## src/pkg/obcd_pkg.sv

```systemverilog
// obcd_pkg: option byte map, field layout and decode helpers
// assumes one 40 MHz clock domain and byte-wide option storage
package obcd_pkg;

  localparam logic [15:0] ADDR_READOUT   = 16'h4800;
  localparam logic [15:0] ADDR_BOOTAREA  = 16'h4802;
  localparam logic [15:0] ADDR_PROTAREA  = 16'h4807;
  localparam logic [15:0] ADDR_DOG       = 16'h4808;
  localparam logic [15:0] ADDR_OSC       = 16'h4809;
  localparam logic [15:0] ADDR_BROWN     = 16'h480A;
  localparam logic [15:0] ADDR_LOADER_HI = 16'h480B;
  localparam logic [15:0] ADDR_LOADER_LO = 16'h480C;

  localparam int          OPT_COUNT     = 8;
  localparam int          OPT_AW        = 3;
  localparam logic [2:0]  IDX_READOUT   = 3'h0;
  localparam logic [2:0]  IDX_BOOTAREA  = 3'h1;
  localparam logic [2:0]  IDX_PROTAREA  = 3'h2;
  localparam logic [2:0]  IDX_DOG       = 3'h3;
  localparam logic [2:0]  IDX_OSC       = 3'h4;
  localparam logic [2:0]  IDX_BROWN     = 3'h5;
  localparam logic [2:0]  IDX_LOADER_HI = 3'h6;
  localparam logic [2:0]  IDX_LOADER_LO = 3'h7;
  localparam logic [2:0]  IDX_LAST      = 3'h7;

  localparam logic [7:0]  READOUT_OPEN_KEY = 8'hAA;
  localparam int          DOG_IND_AUTO  = 0;
  localparam int          DOG_IND_HALT  = 1;
  localparam int          DOG_WIN_AUTO  = 2;
  localparam int          DOG_WIN_HALT  = 3;
  localparam int          OSC_FAST_LSB  = 0;
  localparam int          OSC_SLOW_LSB  = 2;
  localparam int          BROWN_EN_BIT  = 0;
  localparam int          BROWN_TH_LSB  = 1;
  localparam int          BROWN_TH_W    = 3;

  localparam int          SETTLE_W      = 13;
  localparam logic [12:0] SETTLE_C0     = 13'h0001;
  localparam logic [12:0] SETTLE_C1     = 13'h0010;
  localparam logic [12:0] SETTLE_C2     = 13'h0200;
  localparam logic [12:0] SETTLE_C3     = 13'h1000;

  typedef enum logic [1:0] {
    ST_LOAD = 2'b01,
    ST_DONE = 2'b10
  } obcd_state_t;

  // {hit, index}; unmapped addresses give hit = 0
  function automatic logic [3:0] opt_index(input logic [15:0] a);
    case (a)
      ADDR_READOUT:   opt_index = {1'b1, IDX_READOUT};
      ADDR_BOOTAREA:  opt_index = {1'b1, IDX_BOOTAREA};
      ADDR_PROTAREA:  opt_index = {1'b1, IDX_PROTAREA};
      ADDR_DOG:       opt_index = {1'b1, IDX_DOG};
      ADDR_OSC:       opt_index = {1'b1, IDX_OSC};
      ADDR_BROWN:     opt_index = {1'b1, IDX_BROWN};
      ADDR_LOADER_HI: opt_index = {1'b1, IDX_LOADER_HI};
      ADDR_LOADER_LO: opt_index = {1'b1, IDX_LOADER_LO};
      default:        opt_index = 4'h0;
    endcase
  endfunction

  function automatic logic [12:0] settle_cycles(input logic [1:0] c);
    case (c)
      2'h0:    settle_cycles = SETTLE_C0;
      2'h1:    settle_cycles = SETTLE_C1;
      2'h2:    settle_cycles = SETTLE_C2;
      default: settle_cycles = SETTLE_C3;
    endcase
  endfunction

  // bytes that only the debug link may change
  function automatic logic app_locked(input logic [2:0] i);
    app_locked = (i == IDX_READOUT) || (i == IDX_BOOTAREA) ||
                 (i == IDX_PROTAREA);
  endfunction

endpackage

```

## src/rtl/obcd_opt_mem.sv

```systemverilog
// obcd_opt_mem: small option byte store, one write and one read port
// assumes unprogrammed bytes read as zero (blank part, no reset)
`timescale 1ns/100ps
module obcd_opt_mem #(
  parameter int WIDTH = 8,
  parameter int DEPTH = 8,
  parameter int AW    = 3
) (
  input  wire logic             clk_i,
  input  wire logic             we_i,
  input  wire logic [AW-1:0]    waddr_i,
  input  wire logic [WIDTH-1:0] wdata_i,
  input  wire logic             re_i,
  input  wire logic [AW-1:0]    raddr_i,
  output logic      [WIDTH-1:0] rdata_o
);

  if (DEPTH > (1 << AW) || DEPTH < 1 || WIDTH < 1) begin : g_bad_size
    $error("obcd_opt_mem: depth does not fit the address width");
  end

  // non-volatile in spirit: left out of reset, powers up blank so
  // a load before the first programming gives zeros, not unknowns
  logic [WIDTH-1:0] mem_r [DEPTH] = '{default: '0};
  logic [WIDTH-1:0] rdata_r;

  always_ff @(posedge clk_i) begin
    if (we_i) begin
      mem_r[waddr_i] <= wdata_i;
    end
    if (re_i) begin
      rdata_r <= mem_r[raddr_i];
    end
  end

  assign rdata_o = rdata_r;

endmodule // obcd_opt_mem

```

## src/rtl/obcd_top.sv

```systemverilog
// obcd_top: loads option bytes after reset and drives the decoded
// configuration to watchdogs, oscillators, brownout, protection, boot.
// assumes the option port and control levels are on clk_i; the two
// oscillator inputs are foreign and are synchronised here.
`timescale 1ns/100ps
module obcd_top import obcd_pkg::*; #(
  parameter logic [15:0] LOADER_KEY   = 16'h0000,
  parameter logic [7:0]  VECTOR_BLANK = 8'h00
) (
  input  wire logic        clk_i,
  input  wire logic        reset_i,
  input  wire logic        opt_wr_i,
  input  wire logic        opt_rd_i,
  input  wire logic        opt_icp_i,
  input  wire logic [15:0] opt_addr_i,
  input  wire logic [7:0]  opt_wdata_i,
  output logic             opt_ready_o,
  output logic             opt_rvalid_o,
  output logic      [7:0]  opt_rdata_o,
  output logic             cfg_valid_o,
  output logic             readout_open_o,
  input  wire logic [7:0]  page_query_i,
  output logic             page_write_protect_o,
  output logic             page_read_protect_o,
  output logic      [7:0]  boot_area_pages_o,
  output logic      [7:0]  protected_area_pages_o,
  input  wire logic        indep_dog_sw_start_i,
  input  wire logic        window_dog_sw_start_i,
  input  wire logic        halt_i,
  input  wire logic        active_halt_i,
  output logic             indep_dog_run_o,
  output logic             window_dog_run_o,
  output logic             window_dog_reset_o,
  output logic      [12:0] fast_osc_settle_count_o,
  output logic      [12:0] slow_osc_settle_count_o,
  input  wire logic [1:0]  osc_clk_i,
  input  wire logic [1:0]  osc_enable_i,
  output logic      [1:0]  osc_stable_o,
  output logic             brownout_enable_o,
  output logic      [2:0]  brownout_threshold_o,
  output logic      [15:0] loader_select_word_o,
  input  wire logic [7:0]  reset_vector_i,
  output logic             boot_to_loader_o
);

  typedef struct packed {
    obcd_state_t           st;
    logic [2:0]            idx;
    logic                  cap;
    logic [2:0]            cap_idx;
    logic [7:0][7:0]       cfg;
    logic                  valid;
    logic                  rvalid;
    logic                  rd_hit;
    logic                  ro_open;
    logic                  wprot;
    logic                  rprot;
    logic                  ind_started;
    logic                  win_started;
    logic                  ind_run;
    logic                  win_run;
    logic                  halt_d;
    logic                  win_rst;
    logic [12:0]           fast_cnt;
    logic [12:0]           slow_cnt;
    logic [1:0][2:0]       osc_sync;
    logic [1:0]            osc_lvl;
    logic [1:0][12:0]      osc_cnt;
    logic [1:0]            osc_stable;
    logic                  boot_loader;
  } obcd_regs_t;

  obcd_regs_t  r;
  obcd_regs_t  n;
  logic        mem_we;
  logic        mem_re;
  logic [2:0]  mem_raddr;
  logic [7:0]  mem_rdata;
  logic [3:0]  dec;
  logic [12:0] target;
  logic        rise;

  obcd_opt_mem #(
    .WIDTH (8),
    .DEPTH (OPT_COUNT),
    .AW    (OPT_AW)
  ) u_mem (
    .clk_i   (clk_i),
    .we_i    (mem_we),
    .waddr_i (dec[2:0]),
    .wdata_i (opt_wdata_i),
    .re_i    (mem_re),
    .raddr_i (mem_raddr),
    .rdata_o (mem_rdata)
  );

  always_comb begin
    n         = r;
    dec       = opt_index(opt_addr_i);
    mem_we    = 1'b0;
    mem_re    = 1'b0;
    mem_raddr = r.idx;
    target    = '0;
    rise      = 1'b0;
    n.cap     = 1'b0;
    n.rvalid  = 1'b0;
    unique case (r.st)
      ST_LOAD: begin
        // one trailing re-read of index 0 is harmless and never captured
        mem_re    = 1'b1;
        n.cap     = 1'b1;
        n.cap_idx = r.idx;
        n.idx     = r.idx + 3'h1;
      end
      ST_DONE: begin
        mem_re    = opt_rd_i;
        mem_raddr = dec[2:0];
        n.rvalid  = opt_rd_i;
        n.rd_hit  = dec[3];
        mem_we    = opt_wr_i && dec[3] &&
                    (opt_icp_i || !app_locked(dec[2:0]));
      end
    endcase
    if (r.cap && r.st == ST_LOAD) begin
      n.cfg[r.cap_idx] = mem_rdata;
      if (r.cap_idx == IDX_LAST) begin
        n.st = ST_DONE;
      end
    end
    n.valid   = (r.st == ST_DONE);
    n.ro_open = (r.cfg[IDX_READOUT] == READOUT_OPEN_KEY);
    n.wprot   = (page_query_i < r.cfg[IDX_BOOTAREA]) ||
                (page_query_i < r.cfg[IDX_PROTAREA]);
    n.rprot   = (page_query_i < r.cfg[IDX_PROTAREA]);
    // dogs never start before the configuration is trusted
    n.ind_started = r.ind_started | (r.valid &
      (r.cfg[IDX_DOG][DOG_IND_AUTO] | indep_dog_sw_start_i));
    n.win_started = r.win_started | (r.valid &
      (r.cfg[IDX_DOG][DOG_WIN_AUTO] | window_dog_sw_start_i));
    n.ind_run = r.ind_started & ~((halt_i | active_halt_i) &
                r.cfg[IDX_DOG][DOG_IND_HALT]);
    n.win_run = r.win_started & ~halt_i;
    n.halt_d  = halt_i;
    n.win_rst = r.win_started & halt_i & ~r.halt_d &
                r.cfg[IDX_DOG][DOG_WIN_HALT];
    n.fast_cnt = settle_cycles(r.cfg[IDX_OSC][OSC_FAST_LSB +: 2]);
    n.slow_cnt = settle_cycles(r.cfg[IDX_OSC][OSC_SLOW_LSB +: 2]);
    for (int i = 0; i < 2; i++) begin
      n.osc_sync[i] = {r.osc_sync[i][1:0], osc_clk_i[i]};
      // a change counts only once the second and third stages agree
      if (r.osc_sync[i][1] == r.osc_sync[i][2]) begin
        n.osc_lvl[i] = r.osc_sync[i][2];
      end
      rise   = n.osc_lvl[i] & ~r.osc_lvl[i];
      target = (i == 0) ? r.fast_cnt : r.slow_cnt;
      if (!osc_enable_i[i] || !r.valid) begin
        n.osc_cnt[i] = '0;
      end else if (rise && r.osc_cnt[i] < target) begin
        n.osc_cnt[i] = r.osc_cnt[i] + 13'h0001;
      end
      n.osc_stable[i] = osc_enable_i[i] & r.valid &
                        (r.osc_cnt[i] >= target);
    end
    if (r.st == ST_DONE && !r.valid) begin
      n.boot_loader = ({r.cfg[IDX_LOADER_HI], r.cfg[IDX_LOADER_LO]} ==
                       LOADER_KEY) || (reset_vector_i == VECTOR_BLANK);
    end
  end

  always_ff @(posedge clk_i) begin
    if (reset_i) begin
      r    <= '0;
      r.st <= ST_LOAD;
    end else begin
      r <= n;
    end
  end

  assign opt_ready_o             = (r.st == ST_DONE);
  assign opt_rvalid_o            = r.rvalid;
  assign opt_rdata_o             = r.rd_hit ? mem_rdata : 8'h00;
  assign cfg_valid_o             = r.valid;
  assign readout_open_o          = r.ro_open;
  assign page_write_protect_o    = r.wprot;
  assign page_read_protect_o     = r.rprot;
  assign boot_area_pages_o       = r.cfg[IDX_BOOTAREA];
  assign protected_area_pages_o  = r.cfg[IDX_PROTAREA];
  assign indep_dog_run_o         = r.ind_run;
  assign window_dog_run_o        = r.win_run;
  assign window_dog_reset_o      = r.win_rst;
  assign fast_osc_settle_count_o = r.fast_cnt;
  assign slow_osc_settle_count_o = r.slow_cnt;
  assign osc_stable_o            = r.osc_stable;
  assign brownout_enable_o       = r.cfg[IDX_BROWN][BROWN_EN_BIT];
  assign brownout_threshold_o    =
    r.cfg[IDX_BROWN][BROWN_TH_LSB +: BROWN_TH_W];
  assign loader_select_word_o    =
    {r.cfg[IDX_LOADER_HI], r.cfg[IDX_LOADER_LO]};
  assign boot_to_loader_o        = r.boot_loader;
endmodule // obcd_top

```

## config.mk

```make
export PLATFORM = sky130hd
export DESIGN_NAME = obcd_top
export DESIGN_NICKNAME = d
export VERILOG_FILES = /design/src/pkg/obcd_pkg.sv /design/src/rtl/obcd_opt_mem.sv /design/src/rtl/obcd_top.sv
export SDC_FILE = /design/constraint.sdc
export NUM_CORES = 1
export LEC_CHECK = 0
export BUFFER_PORTS_ARGS = -buffer_cell sky130_fd_sc_hd__buf_4
export CAP_MARGIN = 20
export CORE_ASPECT_RATIO = 1.4
export CORE_MARGIN = 2
export CORE_UTILIZATION = 45
export CTS_CLUSTER_SIZE = 25
export DETAILED_ROUTE_END_ITERATION = 10
export GPL_TIMING_DRIVEN = 0
export PLACE_DENSITY = 0.76
export SYNTH_ARGS = -nofsm -noshare
export SYNTH_HDL_FRONTEND = slang
export SYNTH_SLANG_ARGS = --single-unit
export TNS_END_PERCENT = 1
```

## constraint.sdc

```tcl
create_clock -name clk_i -period 2.6 [get_ports clk_i]
set_input_delay 0.52 -clock clk_i [delete_from_list [all_inputs] [get_ports clk_i]]
set_output_delay 0.52 -clock clk_i [all_outputs]
set_load 0.01 [all_outputs]
```

Word-level counts from Yosys, hierarchy flattened:

Memories as Yosys holds them, arrays and structs flattened. A register that Yosys moved wholly into a read port is not among the register bits.
Cells that the tools add are included.

* register bits after elaboration: 148
* bits in writable memories: 64
* bits of input ports: 53
* output and inout bits: 82
* word-level logic and storage cells: 132
* memories kept: 1

Memory list
* u_mem.mem_r: words 8, width 8, rd ports 1, clocked after Yosys merged registers in 1, wr ports 1, line obcd_opt_mem.sv:24 `logic [WIDTH-1:0] mem_r [DEPTH] = '{default: '0};`

* $add $sub $neg: 3
* $lt $le $gt $ge: 8
* eq/ne operators: 20
* muxes and demuxes: 15
* bitwise operators: 25
* reduce and logical (&&, ||, !) cells: 27

Operators by type and width (count)
* $eq 16x15->1 const B: 8
* $pmux 13 s3: 2
* $bwmux 64: 1
* $pmux 4 s8: 1
* $add 13x1->13 const B: 2
* $ge 13x13->1: 2
* $lt 13x13->1: 2
* $demux 8 s3: 1
* $logic_not 16->1: 1
* $lt 8x8->1: 2
* $mux 8: 2
* $and 1x1->1: 14
* $eq 8x8->1 const B: 1
* $logic_not 8->1: 1
* $logic_and 1x1->1: 7
* $logic_or 1x1->1: 7
* $eq 2x1->1 const B: 3
* $eq 2x2->1 const B: 3
* $not 1->1: 6
* $reduce_or 2->1: 3
* $mux 1: 5
* $or 1x1->1: 5
* $logic_not 1->1: 4
* $logic_not 2->1: 2
* 12 further kinds: 13

Logic depth before layout (Yosys ltp):

Gate-level depths: netlist (run 1).

* depth after elaboration: 11
* gate-level depth with buffers: 10
* mapped depth without buffers: 9

Modules after synthesis:

A second synthesis (run 1) with hierarchy kept.

* cells, all modules: 755
* area total of the unflattened synthesis: 8491.9 µm²

Modules (own cells, without submodules)
* obcd_top: times used 1, cells each 641, area an instance 5720.5 µm², seq. area each 2362.3 µm²
* obcd_opt_mem: times used 1, cells each 114, area an instance 2771.4 µm², seq. area each 2162.1 µm²

Worst setup path after synthesis (run 1):

No wires, ideal clock.

* kind: input -> register
* start point: input port opt_addr_i[1]
* end point: register u_mem.rdata_r[3], in the netlist u_mem.rdata_o[3] (read register of u_mem.mem_r) (data pin)
* library setup time: 267 ps
* data arrival time: 2334 ps
* required time: 2333 ps
* path slack: -1 ps
* stages: 8
* buffers on the path: 2
* cells stage by stage: or3_1 -> nand3_1 -> o31a_1 -> clkbuf_1 -> clkbuf_1 -> mux2_2 -> o211ai_1 -> o21ai_0

* word-level cells in the longest chain between the ends: 3
* elaborated cells on any way between the ends: 10
* classes of those cells: 8 x eq/ne; 2 x mux

Ends and longest elaborated chain
* start: declaration: line obcd_top.sv:15 `input wire logic [15:0] opt_addr_i,`
* $eq 16x15->1: line obcd_pkg.sv:50 `case (a)`
* $pmux 4 s8 *: line obcd_pkg.sv:50
* $mux 3 *: line obcd_top.sv:107 `unique case (r.st)`
* end: declaration: line obcd_opt_mem.sv:25 `logic [WIDTH-1:0] rdata_r;`

Every way passes the cells marked *; elsewhere a longest branch is shown, timed or not.
A chain may end at the register's enable or synchronous reset.

Final worst setup path (run 1):

* start point: register r[9] (netlist name)
* end point: register r[8] (netlist name)

* word-level cells in the longest chain between the ends: 2

Ends and longest elaborated chain
* start: declaration: line obcd_top.sv:73 `obcd_regs_t r;`
* start signal: assignment: line obcd_top.sv:175 `r <= n;`
* $lt 13x13->1: line obcd_top.sv:158 `end else if (rise && r.osc_cnt[i] < target) begin`
* $logic_and 1x1->1: line obcd_top.sv:158

No other way between the ends.

==> results of run 1 <==
-- worst reg2reg max path, cell delays in order (launching register included) --
cell	delay, ns
dfxtp_1	0.35
or4_1	0.57
a211o_1	0.30
a2111o_1	0.42
a2111oi_4	0.46
nand4_1	0.18
xor2_1	0.17
nor2_1	0.05
-- layout make-up --
class	instances	area share, %
buffer	94	5.778
clock buffer	17	4.085
clock inverter	15	1.730
inverter	29	1.045
multi-input combinational	508	32.41
sequential	190	43.46
tap	244	2.931
timing repair buffer	119	8.554
-- routing by layer --
metal / global-route usage (%) / vias up / share of wire, %
met5: 0 / - / 0
met4: 6.445 / 0 / 2.1
met3: 4.155 / 29 / 4.7
met2: 33.97 / 162 / 54
met1: 20.20 / 2873 / 40
li1: - / 3024 / -
-- state kept, by name, indices dropped and copies added (netlist names) --
register                 count
fast_osc_settle_count_o      4
window_dog_reset_o           1
r                           59
u_mem.mem_r                 64
brownout_enable_o            1
cfg_valid_o                  1
n                            4
boot_area_pages_o            8
slow_osc_settle_count_o      4
boot_to_loader_o             1
loader_select_word_o        16
opt_rvalid_o                 1
u_mem.rdata_o                8
page_read_protect_o          1
indep_dog_run_o              1
protected_area_pages_o       8
page_write_protect_o         1
window_dog_run_o             1
readout_open_o               1
osc_stable_o                 2
brownout_threshold_o         3
-- synthesized netlist by cell type (all sizes together) (12+ instances only) --
library cell and count:
inv 29, nor4 17, mux2 16, and2 13, a21oi 27, mux2i 62
dfxtp 118, buf 65, o21ai 32, nand2 66, nor3 12, xnor2 16
ha 25, edfxtp 72, nor2 98, clkbuf 29
-- stage by stage --
stage / utilization (%) / cells / power (W) / setup WS (ns) / setup TNS [ns]
after detailed placement: 52.47 / 1182 / 0.003745 / -0.4924 / -30.65
final: 56.21 / 1216 / 0.006312 / -0.02148 / -0.03643
after global placement: 52.44 / 1181 / 0.003734 / -0.4838 / -25.62
after CTS: 55.84 / 1214 / 0.006366 / -0.08681 / -0.4698
after floorplan: - / 821 / 0.003536 / 0.02210 / 0
after global routing: 56.21 / 1216 / 0.006536 / -0.1208 / -0.6186
-- power groups by stage --
stage          sequential, W  combinational, W  clock [W]
2_1_floorplan        0.00324          0.000292          0
3_3_place_gp         0.00326          0.000471          0
3_5_place_dp         0.00327          0.000480          0
4_1_cts              0.00320          0.000484    0.00269
5_1_grt              0.00320          0.000530    0.00280
6_report             0.00320          0.000482    0.00263
-- logic make-up (layout without fill, tap and decap cells) --
kind of cell	Yosys count	in the layout
adder cells (fa/ha/maj)	25	25
buffers and inverters	123	274
AND/OR/NAND/NOR	278	278
flip-flops	190	190
multiplexers	78	78
other	1	18
AO/OA/AOI/OAI	86	86
XOR/XNOR	23	23
-- worst paths after layout --
path          start            endpoint  slack, ns  cells past startpoint
max            r[9]                r[8]      -0.02                      7
min          halt_i    window_dog_run_o       0.27                      2
max reg2reg    r[9]                r[8]      -0.02                      7
min reg2reg   r[64]  window_dog_reset_o       0.39                      1
-- repair_timing --
| item | in CTS | in global routing |
|---|---|---|
| setup endpoints to repair | 32 | 79 |
| pin swaps | 6 | 6 |
| gates resized for setup | 6 | 16 |
| setup buffers | 0 | 2 |
| hold buffers | 0 | 0 |
==> flow_summary.ini, run 1 <==
[outcome]
status = complete, but fails checks
violations = negative setup slack

[finish]
layout_commonest_cell = buf_4
drive_above_1_share_pct = 26.95
mostFrequentLayoutCells = buf_4 (181), dfxtp_1 (116), nor2_1 (90)
fin_area_mm2 = 0.01042
areaGrowthSynthToFinish_pct = 22.88
seqCellArea_mm2 = 0.004527
diodes = 0
fin_nets = 1037
fillers = 1596
multi_input_area_mm2 = 0.003376

[clocking]
cts_sinks = 190
cts_tree = built
numCtsBuffers = 17
cts.clk_slew.worst_paths_ns = 0.07
htree_levels = 4
clockBufferDepth = 2
cts-root-buf = clkbuf_16
insertion_delay_ns = 0.43

[worst_setup_path]
required_ns = 2.90
crit_type = flop to flop
critPathBufInv = 0
slowest_stage = or4_1
start_kind = flop
cpLargestDelayFamily = compound AO/OA/AOI/OAI gates
worstPathCellList = or4_1 -> a211o_1 -> a2111o_1 -> a2111oi_4 -> nand4_1 -> xor2_1 -> nor2_1
crit_arrival_ns = 2.93
max_stage_delay_ns = 0.57
cp_max_fo = 5
cp-end-kind = flop

[routing]
num_vias = 6088
routedWlPerCell_um = 14.88
ant_nets = 0
drt_first_pass_iters = 5
wl_um = 18090
drc = 0
drtIter0Drc = 248
vias_per_cell = 5.007

[floorplan]
core_area_mm2 = 0.01853
io_pins = 135
dieHeight_um = 166.4
fp.dieW_um = 120.0
rows = 59
start_util_pct = 45.74
die_area_mm2 = 0.01996

[grt]
grt_overflow = 0
grt_max_degree = 21
grt_util_all_layers_pct = 18.33
grt_pass1_vias = 5785
antenna_found_initial = 0
grt_pass1_wl_um = 28760

[synthesis]
synth_xor_area_share_pct = 2.377
netlist_top_cells_area = dfxtp_1 (28%), edfxtp_1 (26%), mux2i_1 (7.3%)
synth_enable_flop_cells = 72
ys_warn_count = 0
async_flop_share_pct = 0
yosysTopAreaCell = dfxtp_1
synth_compound_area_share_pct = 6.451
synth_seq_cells = 190
netlist_instances = 804
synth_top_cell_area_share_pct = 27.87
muxShareOfSynthArea_pct = 9.448
yosysSeqAreaShare_pct = 53.38
synth_ff_type = dfxtp_1
synthAdderAreaFrac_pct = 3.691
synth.avg_cell_area_um2 = 10.54
synthSimpleGateAreaFrac_pct = 16.28
synth_top_family_by_area = simple AND/OR/NAND/NOR gates
synthesis.area_mm2 = 0.008476
post_synth_num_cell_types = 51

[pwr]
p_switching_w = 0.001557
p_leak_nw = 4.293
cellPowerDensity_mw_per_mm2 = 606.1
vdd_drop_max_mv = 0.4640
swShare_pct = 24.66
comb_power_share_pct = 7.6
power_frac_seq_pct = 50.6
p_clk_share_pct = 41.7
p_int_w = 0.004755

[timing]
fin_crit_ns = 2.621
hold_violations = 0
max_freq_mhz = 381.5
finalCritPeriodShare_pct = 100.8
worst_pin_slew_ns = 0.8587
finalSetupViolations = 2
fin_skew_ns = 0.01017
grt_setup_unrepaired = yes
slew_headroom_pct = 42.63
whs_ns = 0.2677
worst_slack_ns = -0.02148
maxSlewViolCount = 0

[place]
place_congestion = 0.8686
post_dp_cell_area_mm2 = 0.009722
dp_hpwl_um = 13560
io_buffers = 116

[worst_hold_path]
hold_class = input pin to flop

[run]
maxCapViolCount = 0
(Power assumes the default switching activity.)
==> run 2: changes to the inputs <==
- CELL_PAD_IN_SITES_DETAIL_PLACEMENT: not set -> 0
- CELL_PAD_IN_SITES_GLOBAL_PLACEMENT: not set -> 1
- CORE_UTILIZATION: 45 -> 40
- PLACE_DENSITY: 0.76 -> 0.83
- SYNTH_HIERARCHICAL: not set -> 1
==> run 2 against run 1 <==
  * The flow now finishes without violations
  * Clock power decreased by 2%
  * Utilization down 6.8 points
  * Hold slack improved by 0.016 ns
  * Flip-flop and latch count did not move
  * Critical path depth rose by 3
  * Final cell count shrank 2.7%
  * Clock-buffer cell count unchanged
  * Maximum frequency increased by 1.1%
  * Synthesized cell count is 6.1% lower
  * Critical path type is now input pin to flop
  * Highest routed layer unchanged
==> flow_summary.ini, run 2 <==
[outcome]
status = finished clean

[synthesis]
yosysTopAreaCell = dfxtp_1
async_flop_share_pct = 0
post_synth_num_cell_types = 57
synth_top_cell_area_share_pct = 27.82
synth_ff_type = dfxtp_1
synth_seq_cells = 190
synth.avg_cell_area_um2 = 11.25
netlist_instances = 755
synth_enable_flop_cells = 72
synthesis.area_mm2 = 0.008492
yosysSeqAreaShare_pct = 53.28
ys_warn_count = 6
yosysMostFrequentCell = dfxtp_1
netlist_top_cells_area = dfxtp_1 (28%), edfxtp_1 (25%), mux2i_1 (5.7%)
synthTopCellsByCount = dfxtp_1 (118), nor2_1 (79), edfxtp_1 (72)

[pwr]
vdd_drop_max_mv = 0.5064
cellPowerDensity_mw_per_mm2 = 597.2
power.total_w = 0.006217
p_leak_nw = 4.179

[floorplan]
fp.dieW_um = 127.1
start_util_pct = 40.35
rows = 63
die_area_mm2 = 0.02243
dieHeight_um = 176.4
core_area_mm2 = 0.02105
io_pins = 135

[clocking]
insertion_delay_ns = 0.44
htree_levels = 4
clockBufferDepth = 2
cts-root-buf = clkbuf_16
cts_sinks = 190
cts.clk_slew.worst_paths_ns = 0.08
cts_tree = built
numCtsBuffers = 17

[timing]
worst_slack_ns = 0.006984
maxSlewViolCount = 0
worst_pin_slew_ns = 0.6859
hold_violations = 0
setup_tns_ns = 0
finalCritPeriodShare_pct = 99.73
slew_headroom_pct = 54.14
finalSetupViolations = 0
whs_ns = 0.2836
fin_crit_ns = 2.593
max_freq_mhz = 385.7
fin_skew_ns = 0.01096
grt_setup_unrepaired = yes

[place]
dp_hpwl_um = 13870
place_ws_ns = -0.6719
place_congestion = 0.8130
io_buffers = 115

[finish]
largest_reg_flops = 64
layout_commonest_cell = buf_4
mostFrequentLayoutCells = buf_4 (180), dfxtp_1 (118), nor2_1 (73)
fin_nets = 988
regMostFlops = u_mem/mem_r
diodes = 0
fillers = 1902
areaGrowthSynthToFinish_pct = 22.57
drive_above_1_share_pct = 28.82

[worst_setup_path]
cp-end-kind = flop
required_ns = 2.80
cp_max_fo = 10
crit_arrival_ns = 2.79
start_kind = input pin
crit_type = input pin to flop

[run]
maxCapViolCount = 0

[routing]
drt_first_pass_iters = 4
vias_per_cell = 4.855
drc = 0
routedWlPerCell_um = 15.41
num_vias = 5743
drtIter0Drc = 223
ant_nets = 0
wl_um = 18230

[grt]
grt_max_degree = 22
grt_pass1_wl_um = 28410
grt_pass1_vias = 5501
grt_util_all_layers_pct = 16.40
grt_overflow = 0
antenna_found_initial = 0

[worst_hold_path]
hold_class = input pin to flop
-- run 2: final timing paths --
path / from / end / slack [ns] / cells after the start
hold / removal: halt_i / window_dog_run_o / 0.28 / 2
setup reg to reg: r[147] / u_mem/rdata_o[6] / 0.16 / 7
hold reg to reg: r[64] / window_dog_reset_o / 0.39 / 1
setup / recovery: opt_addr_i[5] / u_mem/rdata_o[6] / 0.007 / 10
-- run 2: final cells by class --
class | instances | area [um2] | area share, %
Clock inverter | 15 | 172.7 | 1.659
Sequential cell | 190 | 4524 | 43.47
Tap cell | 260 | 325.3 | 3.125
Multi-Input combinational cell | 458 | 3328 | 31.98
Buffer | 93 | 628.1 | 6.034
Inverter | 31 | 116.4 | 1.118
Clock buffer | 17 | 425.4 | 4.087
Timing Repair Buffer | 119 | 888.4 | 8.535
-- run 2: what timing repair did --
action / CTS / global route
resized for setup: 8 / 7
hold buffers: 0 / 0
pin swaps: 0 / 2
endpoints found under the setup margin: 68 / 62
gates cloned: 0 / 0
setup buffers: 0 / 1
-- run 2: stage by stage --
step	cells	area [um2]	utilization (%)
after CTS	1182	10380	49.30
final	1183	10410	49.46
after detailed placement	1150	9753	46.34
after floorplan	772	8547	-
after global placement	1147	9736	46.26
after global routing	1183	10410	49.46
-- run 2: logic make-up (layout without fill, tap and decap cells) --
group,after synthesis,count (layout),synth area share [%]
xor gates and xnor gates,12,12,1.238
DFF,190,190,53.28
buffers and inverters,124,275,8.752
and+or+nand+nor,246,246,15.15
muxes,74,74,11.89
adders and majority gates,25,25,3.684
other,1,18,0.04416
AOI/OAI and AO/OA,83,83,5.967
-- run 2: worst max-delay path: stages --
cell and delay (ns):
buf_4 0.11, nor4_2 0.25, and3_1 0.23, o21ai_2 0.13, a211oi_4 0.26, mux2_4 0.19
buf_6 0.14, buf_12 0.16, mux4_2 0.50, mux2_2 0.27
-- run 2: metal layers --
metal / wire length (um) / GRT usage (%) / up-vias
li1: - / - / 2926
met1: 7119 / 17.98 / 2704
met2: 10270 / 31.77 / 96
met3: 535 / 2.667 / 17
met4: 304 / 5.403 / 0
met5: 0 / 0 / -
-- run 2: power by group --
group / switching, W / internal, W
clock network: 0.00128 / 0.00130
logic: 0.000224 / 0.000225
registers: 0.0000426 / 0.00314
==> run 3: changes to the inputs <==
- PLACE_DENSITY: 0.83 -> 0.84
- SYNTH_HIERARCHICAL: 1 -> not set
==> run 3 against run 2 <==
  * Clock skew increased by 0.0048 ns
  * Hold slack lost 0.013 ns
  * Power barely moved
  * Final area grew 0.29%
  * Clock power fell by 2%
  * Non-clock buffer count grew 1
  * Sequential share of layout area fell by 0.10 points
  * Critical path type is now flop to flop
  * Worst setup slack better by 0.019 ns
  * Global-route usage increased by 0.48 points
  * Via count up 2.3%
  * Register-to-register slack worse by 0.13 ns
==> flow_summary.ini, run 3 (same netlist as run 1, synthesis figures left out) <==
[worst_hold_path]
hold_class = input pin to flop
holdPathStages = 2
min_to = window_dog_run_o
hp-start = halt_i

[floorplan]
core_area_mm2 = 0.02097
io_pins = 135
dieHeight_um = 176.2
rows = 63
die_area_mm2 = 0.02239
start_util_pct = 40.42
fp.dieW_um = 127.0

[pwr]
cellPowerDensity_mw_per_mm2 = 595.7
power.total_w = 0.006219
p_leak_nw = 4.290
power_frac_seq_pct = 51.4
p_clk_share_pct = 40.9
p_switching_w = 0.001562
comb_power_share_pct = 7.7
swShare_pct = 25.12
p_int_w = 0.004657
vdd_drop_max_mv = 0.4343

[routing]
routedWlPerCell_um = 14.99
drtIter0Drc = 212
ant_nets = 0
num_vias = 5875
drt_first_pass_iters = 5
wl_um = 18470
vias_per_cell = 4.769
drc = 0

[timing]
hold_violations = 0
worst_slack_ns = 0.02599
max_freq_mhz = 388.5
worst_pin_slew_ns = 0.8532
grt_setup_unrepaired = yes
finalSetupViolations = 0
fin_crit_ns = 2.574
fin_skew_ns = 0.01572
slew_headroom_pct = 43.00
maxSlewViolCount = 0
finalCritPeriodShare_pct = 99.00

[finish]
regMostFlops = u_mem.mem_r
final_cell_count_no_fill = 1232
largest_reg_flops = 64
areaGrowthSynthToFinish_pct = 23.16
diodes = 0
fin_area_mm2 = 0.01044
postLayoutCoreUtil_pct = 49.79
fillers = 1932
drive_above_1_share_pct = 26.65
mostFrequentLayoutCells = buf_4 (181), dfxtp_1 (116), nor2_1 (90)
layout_commonest_cell = buf_4
fin_nets = 1037

[worst_setup_path]
critPathBufInv = 1
cp_max_fo = 5
cp-end-kind = flop
r2r_cells = 8
crit_arrival_ns = 2.87
r2r_end = r[8]
required_ns = 2.90
start_kind = flop
r2r-start = r[9]
crit_type = flop to flop
cpLargestDelayFamily = compound AO/OA/AOI/OAI gates
worstPathCellList = or4_1 -> a211o_1 -> a2111o_1 -> a2111oi_4 -> buf_4 -> nand4_1 -> xor2_1 -> nor2_1
reg2reg_slack_ns = 0.03
max_stage_delay_ns = 0.58
slowest_stage = or4_1

[place]
place_ws_ns = -0.5456
placed_cells = 1198
dp_hpwl_um = 13940
io_buffers = 116
place_congestion = 0.7837
post_dp_cell_area_mm2 = 0.009742

[grt]
grt_pass1_vias = 5701
grt_overflow = 0
antenna_found_initial = 0
grt_util_all_layers_pct = 16.88
grt_pass1_wl_um = 29360
grt_max_degree = 21

[clocking]
cts_sinks = 190
cts.clk_slew.worst_paths_ns = 0.07
cts_tree = built
htree_levels = 4
postCtsHoldBufs = 0
insertion_delay_ns = 0.44
cts-root-buf = clkbuf_16
numCtsBuffers = 17
clockBufferDepth = 2

[run]
maxCapViolCount = 0

[outcome]
status = finished clean
run 3: cell count changes in the layout (fill, tap and decap cells not counted), sizes merged, moves of 6 or more:
cell | before | now
clkbuf | 39 | 45
mux2 | 10 | 16
mux2i | 48 | 62
mux4 | 16 | 0
nand2 | 33 | 66
nand3 | 29 | 10
nor2 | 80 | 98
nor4 | 10 | 17
o21ai | 25 | 32
or3 | 12 | 6
xnor2 | 5 | 16
run 3: worst max path at each step:
| stage | start | endpoint | slack (ns) | cells after the start |
|---|---|---|---|---|
| global route | opt_addr_i[6] | u_mem.mem_r[6][3] | -0.15 | 8 |
| finish | r[9] | r[8] | 0.03 | 8 |
| CTS | r[3] | r[8] | -0.01 | 10 |
| floorplan | r[3] | r[8] | 0.02 | 9 |
| global placement | opt_addr_i[1] | u_mem.rdata_o[5] | -0.51 | 9 |
| detailed placement | opt_addr_i[1] | u_mem.rdata_o[5] | -0.55 | 9 |
run 3: stage by stage:
stage	hold slack (ns)	TNS, ns
final	0.2701	0
after global routing	0.2573	-7.648
after CTS	0.2435	-0.01288
after detailed placement	0.3781	-31.04
after global placement	0.3781	-28.22
after floorplan	0.3673	0
run 3: power by group through the flow:
stage               clock network [W]  logic, W  registers, W
global route                  0.00274  0.000539       0.00320
CTS                           0.00262  0.000487       0.00320
floorplan                           0  0.000292       0.00324
detailed placement                  0  0.000484       0.00326
finish                        0.00254  0.000481       0.00319
global placement                    0  0.000476       0.00326
run 3: cell type report:
class / count / area [um2] / area share (%)
clock inverter: 15 / 157.7 / 1.510
multi-input combinational: 508 / 3402 / 32.59
inverter: 29 / 108.9 / 1.043
buffer: 94 / 601.8 / 5.765
tap: 260 / 325.3 / 3.116
sequential: 190 / 4527 / 43.37
clock buffer: 17 / 425.4 / 4.075
timing repair buffer: 119 / 890.9 / 8.534
run 3: per-layer routing:
metal | GRT usage, % | vias up | wire (um)
li1 | - | 3021 | -
met1 | 19.47 | 2732 | 7634
met3 | 3.212 | 11 | 598
met4 | 5.586 | 0 | 223
met5 | 0 | - | 0
met2 | 31.21 | 111 | 10020
run 3: repair_timing:
| action | in CTS | in global routing |
|---|---|---|
| pin swaps | 3 | 11 |
| buffers inserted | 2 | 0 |
| endpoints found under the setup margin | 34 | 90 |
| gates resized for setup | 8 | 17 |
